==> src/core/fgd_pkg.sv <==
// package for the tachometer input divide and mask block
package fgd_pkg;
   // register offsets (byte addresses on the plain port)
   localparam logic [7:0] FGD_CAP_CTRL_ADDR = 8'h52;
   localparam logic [7:0] FGD_CAP_DIV_ADDR  = 8'h53;
   localparam logic [7:0] FGD_DRM_CTRL_ADDR = 8'h56;
   localparam logic [7:0] FGD_DRM_DIV_ADDR  = 8'h54;
   localparam logic [7:0] FGD_DRM_MASK_ADDR = 8'h55;
   localparam logic [7:0] FGD_CAP_MASK_ADDR = 8'h58;
   localparam logic [7:0] FGD_REF_INIT_ADDR = 8'h57;
   // control bit positions
   localparam int FGD_EDGE_FLAG_BIT = 7;
   localparam int FGD_FLAG_CLR_BIT  = 6;
   localparam int FGD_MASK_STAT_BIT = 5;
   localparam int FGD_MCLK_SEL_BIT  = 4;
   localparam int FGD_DRM_INV_BIT   = 3;
   localparam int FGD_REF_FLAG_BIT  = 2;
   localparam int FGD_REF_CLR_BIT   = 1;
   localparam int FGD_DOUBLE_BIT    = 0;
   localparam int FGD_REF_INIT_BIT  = 0;
   // reset values
   localparam logic [7:0] FGD_RATIO_RST = 8'h00;
   localparam logic [7:0] FGD_MASK_RST  = 8'h00;
   // mask clock taps: system clock divided by 2^10 and 2^14
   localparam int FGD_TAP_SLOW_BIT   = 9;
   localparam int FGD_TAP_SLOWER_BIT = 13;
   localparam int FGD_PRESCALE_W     = 14;

   typedef struct packed {
      logic [1:0] sync;
      logic       last;
   } fgd_in_s;

   typedef struct packed {
      logic [7:0] cnt;
      logic [7:0] mtmr;
      logic       masking;
      logic       flag;
   } fgd_chan_s;
endpackage

==> src/core/fgd_input_divide_mask.sv <==
// tachometer input conditioning: doubler, dividers, mask timers, control regs
//
// The plain strobed port was chosen for this implementation.
`timescale 1ns/1ps
`default_nettype none
module fgd_input_divide_mask
   import fgd_pkg::*;
(
   input  wire logic       clk,
   input  wire logic       rst_n,
   input  wire logic [7:0] addr,
   input  wire logic [7:0] wdata,
   input  wire logic       wr,
   input  wire logic       rd,
   output logic      [7:0] rdata,
   input  wire logic       capstan_tach_input,
   input  wire logic       drum_tach_input,
   input  wire logic       drum_ref_pulse_input,
   output logic            capstan_divided_pulse,
   output logic            drum_divided_pulse
);

   typedef struct packed {
      fgd_in_s             cin;
      fgd_in_s             din;
      fgd_in_s             rin;
      fgd_chan_s           cap;
      fgd_chan_s           drm;
      logic [FGD_PRESCALE_W-1:0] prescale;
      logic                cap_msel;
      logic                drm_msel;
      logic                dbl;
      logic                inv;
      logic                ref_init;
      logic                ref_flag;
      logic [7:0]          cap_ratio;
      logic [3:0]          drm_ratio;
      logic [7:0]          cap_mask;
      logic [7:0]          drm_mask;
      logic [7:0]          rdata;
      logic                cap_out;
      logic                drm_out;
   } fgd_state_s;

   fgd_state_s st;
   fgd_state_s next_st;

   logic c_rise, c_fall, d_rise, d_fall, r_rise;
   logic c_raw, c_ev, d_ev, c_tick, d_tick, c_div, d_div;
   logic tap9, tap13;
   logic wr_cap_div, wr_drm_div;
   logic [7:0] drm_ratio8;

   // edge events compare the second stage with its own last value only
   assign c_rise = st.cin.sync[1] & ~st.cin.last;
   assign c_fall = ~st.cin.sync[1] & st.cin.last;
   // inversion swaps which edge counts as rising
   assign d_rise = st.inv ? (~st.din.sync[1] & st.din.last) : (st.din.sync[1] & ~st.din.last);
   assign d_fall = st.inv ? (st.din.sync[1] & ~st.din.last) : (~st.din.sync[1] & st.din.last);
   assign r_rise = st.rin.sync[1] & ~st.rin.last;

   // doubling treats both edges as rising events for the divider
   assign c_raw = st.dbl ? (c_rise | c_fall) : c_rise;
   // ratio zero takes both edges, with or without doubling
   assign c_ev = (st.cap_ratio == 8'h00) ? (c_rise | c_fall) : c_raw;
   assign d_ev = (st.drm_ratio == 4'h0) ? (d_rise | d_fall) : d_rise;

   // tick in the cycle before the selected prescaler bit falls
   // read from the register only, so no loop through next_st
   assign tap9  = &st.prescale[FGD_TAP_SLOW_BIT:0];
   assign tap13 = &st.prescale[FGD_TAP_SLOWER_BIT:0];
   assign c_tick = st.cap_msel ? tap13 : tap9;
   assign d_tick = st.drm_msel ? tap13 : tap9;

   assign wr_cap_div = wr && (addr == FGD_CAP_DIV_ADDR);
   assign wr_drm_div = wr && (addr == FGD_DRM_DIV_ADDR);
   assign drm_ratio8 = {4'h0, st.drm_ratio};

   // divider output when the counted edges reach the ratio
   assign c_div = c_ev && ((st.cap_ratio == 8'h00) || (st.cap.cnt + 8'h01 >= st.cap_ratio));
   assign d_div = d_ev && ((st.drm_ratio == 4'h0) || (st.drm.cnt + 8'h01 >= drm_ratio8));

   function automatic fgd_chan_s chan_step(input fgd_chan_s c, input logic ev, input logic div,
                                           input logic reload, input logic tick,
                                           input logic [7:0] mask_n, input logic clr,
                                           output logic pulse);
      fgd_chan_s n;
      logic      go;
      n = c;
      go = div && !reload;
      pulse = 1'b0;
      if (reload) begin
         n.cnt = 8'h00;
      end else if (ev) begin
         n.cnt = div ? 8'h00 : c.cnt + 8'h01;
      end
      if (c.masking && tick) begin
         n.mtmr = c.mtmr - 8'h01;
         if (c.mtmr <= 8'h01) begin
            n.masking = 1'b0;
         end
      end
      if (clr) begin
         n.flag = 1'b0;
      end
      if (go) begin
         if (c.masking) begin
            n.flag = 1'b1;
         end else begin
            pulse = 1'b1;
            if (mask_n != 8'h00) begin
               n.mtmr = mask_n;
               n.masking = 1'b1;
            end
         end
      end
      return n;
   endfunction

   always_comb begin
      logic cp;
      logic dp;
      cp = 1'b0;
      dp = 1'b0;
      next_st = st;
      next_st.cin.sync = {st.cin.sync[0], capstan_tach_input};
      next_st.din.sync = {st.din.sync[0], drum_tach_input};
      next_st.rin.sync = {st.rin.sync[0], drum_ref_pulse_input};
      next_st.cin.last = st.cin.sync[1];
      next_st.din.last = st.din.sync[1];
      next_st.rin.last = st.rin.sync[1];
      next_st.prescale = st.prescale + 14'h0001;

      next_st.cap = chan_step(st.cap, c_ev, c_div, wr_cap_div, c_tick, st.cap_mask,
                              wr && (addr == FGD_CAP_CTRL_ADDR) && !wdata[FGD_FLAG_CLR_BIT], cp);
      next_st.drm = chan_step(st.drm, d_ev, d_div, wr_drm_div || (st.ref_init && r_rise),
                              d_tick, st.drm_mask,
                              wr && (addr == FGD_DRM_CTRL_ADDR) && !wdata[FGD_FLAG_CLR_BIT], dp);
      next_st.cap_out = cp;
      next_st.drm_out = dp;

      if (wr && (addr == FGD_DRM_CTRL_ADDR) && !wdata[FGD_REF_CLR_BIT]) begin
         next_st.ref_flag = 1'b0;
      end
      if (r_rise) begin
         next_st.ref_flag = 1'b1;
      end

      if (wr) begin
         case (addr)
            FGD_CAP_CTRL_ADDR: begin
               next_st.cap_msel = wdata[FGD_MCLK_SEL_BIT];
               next_st.dbl      = wdata[FGD_DOUBLE_BIT];
            end
            FGD_DRM_CTRL_ADDR: begin
               next_st.drm_msel = wdata[FGD_MCLK_SEL_BIT];
               next_st.inv      = wdata[FGD_DRM_INV_BIT];
            end
            FGD_CAP_DIV_ADDR:  next_st.cap_ratio = wdata;
            FGD_DRM_DIV_ADDR:  next_st.drm_ratio = wdata[3:0];
            FGD_CAP_MASK_ADDR: next_st.cap_mask = wdata;
            FGD_DRM_MASK_ADDR: next_st.drm_mask = wdata;
            FGD_REF_INIT_ADDR: next_st.ref_init = wdata[FGD_REF_INIT_BIT];
            default: ;
         endcase
      end

      next_st.rdata = 8'h00;
      if (rd) begin
         case (addr)
            FGD_CAP_CTRL_ADDR: next_st.rdata = {st.cap.flag, 1'b1, st.cap.masking,
                                                st.cap_msel, 3'b000, st.dbl};
            FGD_DRM_CTRL_ADDR: next_st.rdata = {st.drm.flag, 1'b1, st.drm.masking,
                                                st.drm_msel, st.inv, st.ref_flag,
                                                1'b1, 1'b0};
            FGD_CAP_DIV_ADDR:  next_st.rdata = st.cap_ratio;
            FGD_DRM_DIV_ADDR:  next_st.rdata = {4'h0, st.drm_ratio};
            FGD_CAP_MASK_ADDR: next_st.rdata = st.cap_mask;
            FGD_DRM_MASK_ADDR: next_st.rdata = st.drm_mask;
            FGD_REF_INIT_ADDR: next_st.rdata = {7'h00, st.ref_init};
            default:           next_st.rdata = 8'h00;
         endcase
      end
   end

   always_ff @(posedge clk or negedge rst_n) begin
      if (!rst_n) begin
         st <= '0;
      end else begin
         st <= next_st;
      end
   end

   assign rdata = st.rdata;
   assign capstan_divided_pulse = st.cap_out;
   assign drum_divided_pulse = st.drm_out;

   // divided edges that survive a reload; the checks below build on them
   logic cap_go;
   logic drm_go;
   assign cap_go = c_div && !wr_cap_div;
   assign drm_go = d_div && !wr_drm_div && !(st.ref_init && r_rise);
endmodule
`default_nettype wire

==> config.mk <==
export PLATFORM = sky130hd
export DESIGN_NAME = fgd_input_divide_mask
export DESIGN_NICKNAME = d
export VERILOG_FILES = /design/src/core/fgd_pkg.sv /design/src/core/fgd_input_divide_mask.sv
export SDC_FILE = /design/constraint.sdc
export NUM_CORES = 1
export LEC_CHECK = 0
export BUFFER_PORTS_ARGS = -buffer_cell sky130_fd_sc_hd__buf_4
export CAP_MARGIN = 25
export CORE_ASPECT_RATIO = 1.4
export CORE_UTILIZATION = 37
export CTS_BUF_LIST = sky130_fd_sc_hd__clkbuf_8
export DETAILED_ROUTE_END_ITERATION = 12
export PLACE_DENSITY = 0.53
export SETUP_SLACK_MARGIN = 0.15
export SYNTH_ARGS = -nofsm -noshare
export SYNTH_HDL_FRONTEND = slang
export SYNTH_SLANG_ARGS = --single-unit
==> constraint.sdc <==
create_clock -name clk -period 6.1 [get_ports clk]
set_input_delay 0.61 -clock clk [delete_from_list [all_inputs] [get_ports clk]]
set_output_delay 0.61 -clock clk [all_outputs]
set_load 0.005 [all_outputs]
* After elaboration in Yosys (flattened, before gate mapping)
Index checks and enable logic that the tools add are counted.
Word-level totals: register bits 103, bits in latches 0, memories 0, ROM bits 0, output and inout bits 10, RAM bits 0, bits of input ports 23
Operators by class: muxes and demuxes 35, $lt $le $gt $ge 4, equal/unequal tests 7, $mul 0, add/sub/neg operators 5, reductions and logical operators 37, divide/modulo/power cells 0, shift operators 0, bitwise gates (word level) 12
Operator list (count):
- $eq 8x7->1 const B | 7
- $mux 8 | 7
- $pmux 8 s7 | 1
- $mux 9 | 6
- $mux 10 | 2
- $mux 1 | 19
- $add 8x1->8 const B | 2
- $le 8x1->1 const B | 2
- $reduce_bool 8->1 | 2
- $sub 8x1->8 const B | 2
- $add 14x1->14 const B | 1
- $logic_and 1x1->1 | 14
- $reduce_and 14->1 | 1
- $reduce_and 2->1 | 7
- $reduce_and 10->1 | 1
- $ge 8x4->1 | 1
- $ge 8x8->1 | 1
- $logic_not 8->1 | 1
- $reduce_bool 2->1 | 3
- $and 1x1->1 | 5
- $not 1->1 | 5
- $logic_not 1->1 | 4
- $logic_not 4->1 | 1
- $logic_or 1x1->1 | 3
- $or 1x1->1 | 2

* Depth between registers and ports, before layout
depth in word-level cells 9, gate-level depth with buffers 12, mapped depth without buffers 12

* Worst setup path after synthesis
OpenSTA, ideal clock, no wires.
kind flip-flop to flip-flop, from register st[86] (netlist name), to register st[77] (netlist name), clock period less this slack 2367 ps, path slack 3733 ps, stages on the path, launching flop included 11, data arrival time 2249 ps, required time 5982 ps, library setup time 118 ps, path through dfrtp_1 and3_1 nand3_1 xor2_1 inv_1 ha_1 a22o_1 o41ai_2 a21oi_4 a21boi_4 a21o_1
RTL lines:
- from (decl) | RTL line fgd_input_divide_mask.sv:45 | fgd_state_s st;
- from (signal assigned) | RTL line fgd_input_divide_mask.sv:190 | st <= next_st;

==> results.md <==
* Ys Warns at 0
* GRT met3 Usage at 2.692%
* Met2 global-route usage at 29.86%
* CP Class: reg -> reg
* Drt wl/cell at 17.24 um
* Area of the die at 14640 um^2
* CTS tree: built
* Fillers at 1368
* Io pins at 33
* Maximum vdd ir drop at 0.1354 mV
* Area Growth Syn to Fin at 11.80%
* Core area at 13850 um^2
* Final clock skew at 0.01133 ns
* WHS at 0.1254 ns
* Syn avg cell area at 11.24 um^2
* Crit-path cells: ha_1 -> nand3_1 -> nor2_1 -> xnor2_1 -> inv_1 -> ha_1 -> nand2_1 -> a21oi_1 -> o41ai_2 -> a21oi_4 -> a21boi_4 -> o21ai_1
* Power Total at 1.579 mW
* Placed cell area at 5629 um^2
* Tot GR Track Use at 17.84%
* Post-route DRC violation count at 0
* Vias in the first global route at 3647
* Die Height at 142.8 um
* Hold Buf Count CTS at 0
* Slew @ Worst Pin at 0.6490 ns
* Sequential fraction of the synthesis area at 49.21%
* Root Buffer: clkbuf_8
* Initial Utilization at 37.82%
* Slowest CP cell: dfrtp_1
* HPWL Detailed at 8.807 mm
* Slew headroom at 56.60%
* Largest net degree at the start of global routing at 78
* Final Max Tran Viols at 0
* Cell row count at 51
* Fin area at 5856 um^2
* Outcome: finished, final reports clean
* # Post-CTS Setup Buffers at 0
* Met1 Usage GRT at 21.16%
* Initial antenna violation count at 0
* Final ANT Viol Nets at 0
* Vias at 3595
* CP endpoint kind: flip-flop
* Area fraction of the dominant cell type after synthesis at 49.21%
* Clock Path Buffers at 2
* Remaining Overflow, GRT at 0
* Hold Crit Class: in -> async
* Clock sinks at 103
* Post-synthesis cell count at 466
* First-pass GRT wire length at 19.30 mm
* Proportion of layout cells with a drive suffix above 1 at 20.48%
* GR peak layer: met2
* Reg2Reg Depth at 12
* Final min period at 2.711 ns
* Dominant synthesized flop cell: dfrtp_1
* Max stage delay on crit path at 0.43 ns
* Setup TNS at 0 ns
* Post-Syn Nets at 509
* Commonest non-fill, non-tap cell in the layout: dfrtp_1
* Final setup violation count at 0
* Final #Nets at 541
* Final WL at 11.86 mm
* First-pass DRT Iterations at 6
* Pleak at 2.687 nW
* Critical Path Source Type: flip-flop
* Most frequent cells in the layout: dfrtp_1, nand2_1, buf_4
* Initial drt markers at 128
* Final Wtd Congestion at 0.8256
* Max_cap viols at 0
* Final Hold Fails at 0
* CP required at 6.35 ns
* Critical Path AT at 2.96 ns
* P per Cell Area at 269.7 nW/um^2
* Post-synth cell types at 67
* Worst-Skew Late Latency at 0.38 ns
* Clock transition at path regs at 0.10 ns
* Crit path max fanout at 10
* TritonCTS Buffers at 9
* Largest cells by area after synthesis: dfrtp_1, ha_1, mux2_2
* Synthesized area at 5238 um^2
* Post-synth top area cell: dfrtp_1
* Period utilization at 44.45%
* RSZ-0062 raised after global routing: no
* Vias per cell at 5.225
* Seq cells post-synth at 103
* Ys async rst share at 100.0%
* CTS H-Tree Depth at 3
* ANT cells at 0
* CP most frequent cell: ha_1
* Die width at 102.6 um
* Post-cts resize count at 0
* Number of synthesized flops with an enable pin at 0
* Number of I/O port buffers at 32
* Fmax at 368.8 MHz
-- critical path, delay by kind of cell, from the launching register on --
family | cells | cell delay (ns)
AND/OR/NAND/NOR | 3 | 0.35
adder cells (fa/ha/maj) | 2 | 0.49
XOR/XNOR | 1 | 0.15
AO/OA/AOI/OAI | 5 | 1.09
buffers and inverters | 1 | 0.07
flip-flops | 1 | 0.43
-- worst paths after layout --
kind	start	end	slack (ns)
min in group clk	drum_ref_pulse_input	next_st[96]	0.33
min reg2reg	next_st[102]	next_st[100]	0.36
max in group asynchronous	rst_n	st[32]	5.07
max reg2reg	st[86]	st[81]	3.39
max	st[86]	st[81]	3.39
min	rst_n	st[72]	0.13
-- report_power, final --
group          internal, mW  switching (mW)  total [mW]  leakage [nW]
logic                 0.137           0.172       0.309          1.24
registers             0.756          0.0766       0.832          1.35
clock network         0.190           0.248       0.438        0.0968
total                  1.08           0.496        1.58          2.69
-- flip-flops by register name (all words and copies together), names as in the netlist --
register               cells
drm_ratio8                 4
next_st                    6
rdata                      8
st                        83
capstan_divided_pulse      1
drum_divided_pulse         1
-- through the flow --
step / instances / setup WS (ns) / util, %
detailed placement: 671 / 3.373 / 40.65
global route: 688 / 3.169 / 42.29
floorplan: 466 / 3.733 / -
CTS: 687 / 3.342 / 42.09
global placement: 671 / 3.360 / 40.65
finish: 688 / 3.389 / 42.29
-- Yosys cell counts, types with 2 or more instances --
cell type and count:
xor2_1 18, or3_1 2, nand2_1 36, a211oi_1 3, a22oi_1 8, a21boi_1 2, mux2_4 8, o21ai_0 19
a221oi_1 3, buf_4 10, and3_1 7, nor4_1 6, ha_1 20, inv_1 30, mux2_2 20, a222oi_1 3
mux2i_1 2, dfrtp_1 103, nor3_2 2, a21o_1 2, and2_1 10, nand3b_1 4, o21ai_1 11, nor4_2 2
a21oi_1 11, nor4_4 2, a22o_1 3, mux2_1 5, xnor2_1 15, nor2b_1 5, nand2b_1 3, nand4_1 9
a31oi_1 2, nand3_1 17, o2bb2ai_1 7, nand4b_1 2, nor2_1 20, nor3_1 4, clkbuf_1 2
-- metal layers --
| layer | vias up | part of all wire (%) | wire, um |
|---|---|---|---|
| met4 | 0 | 3.6 | 432 |
| met3 | 23 | 2.6 | 314 |
| met2 | 60 | 52 | 6188 |
| met1 | 1787 | 42 | 4928 |
| met5 | - | 0 | 0 |
| li1 | 1725 | - | - |
-- layout make-up --
class	count	area, um^2	area share, %
sequential	103	2577	44.02
clock buffer	9	123.9	2.115
clock inverter	7	75.07	1.282
multi-input combinational	319	2456	41.94
inverter	31	116.4	1.987
timing repair buffer	34	275.3	4.701
tap	185	231.5	3.953
-- logic make-up (layout without fill, tap and decap cells) --
family	Yosys count	in the layout	share of synthesized area, %
xor gates and xnor gates	33	33	5.518
AOI/OAI and AO/OA	86	86	11.78
and+or+nand+nor	145	145	16.77
adders and majority gates	20	20	4.778
muxes	35	35	8.051
buffers and inverters	44	81	3.894
DFF	103	103	49.21
(Power assumes the default switching activity.)
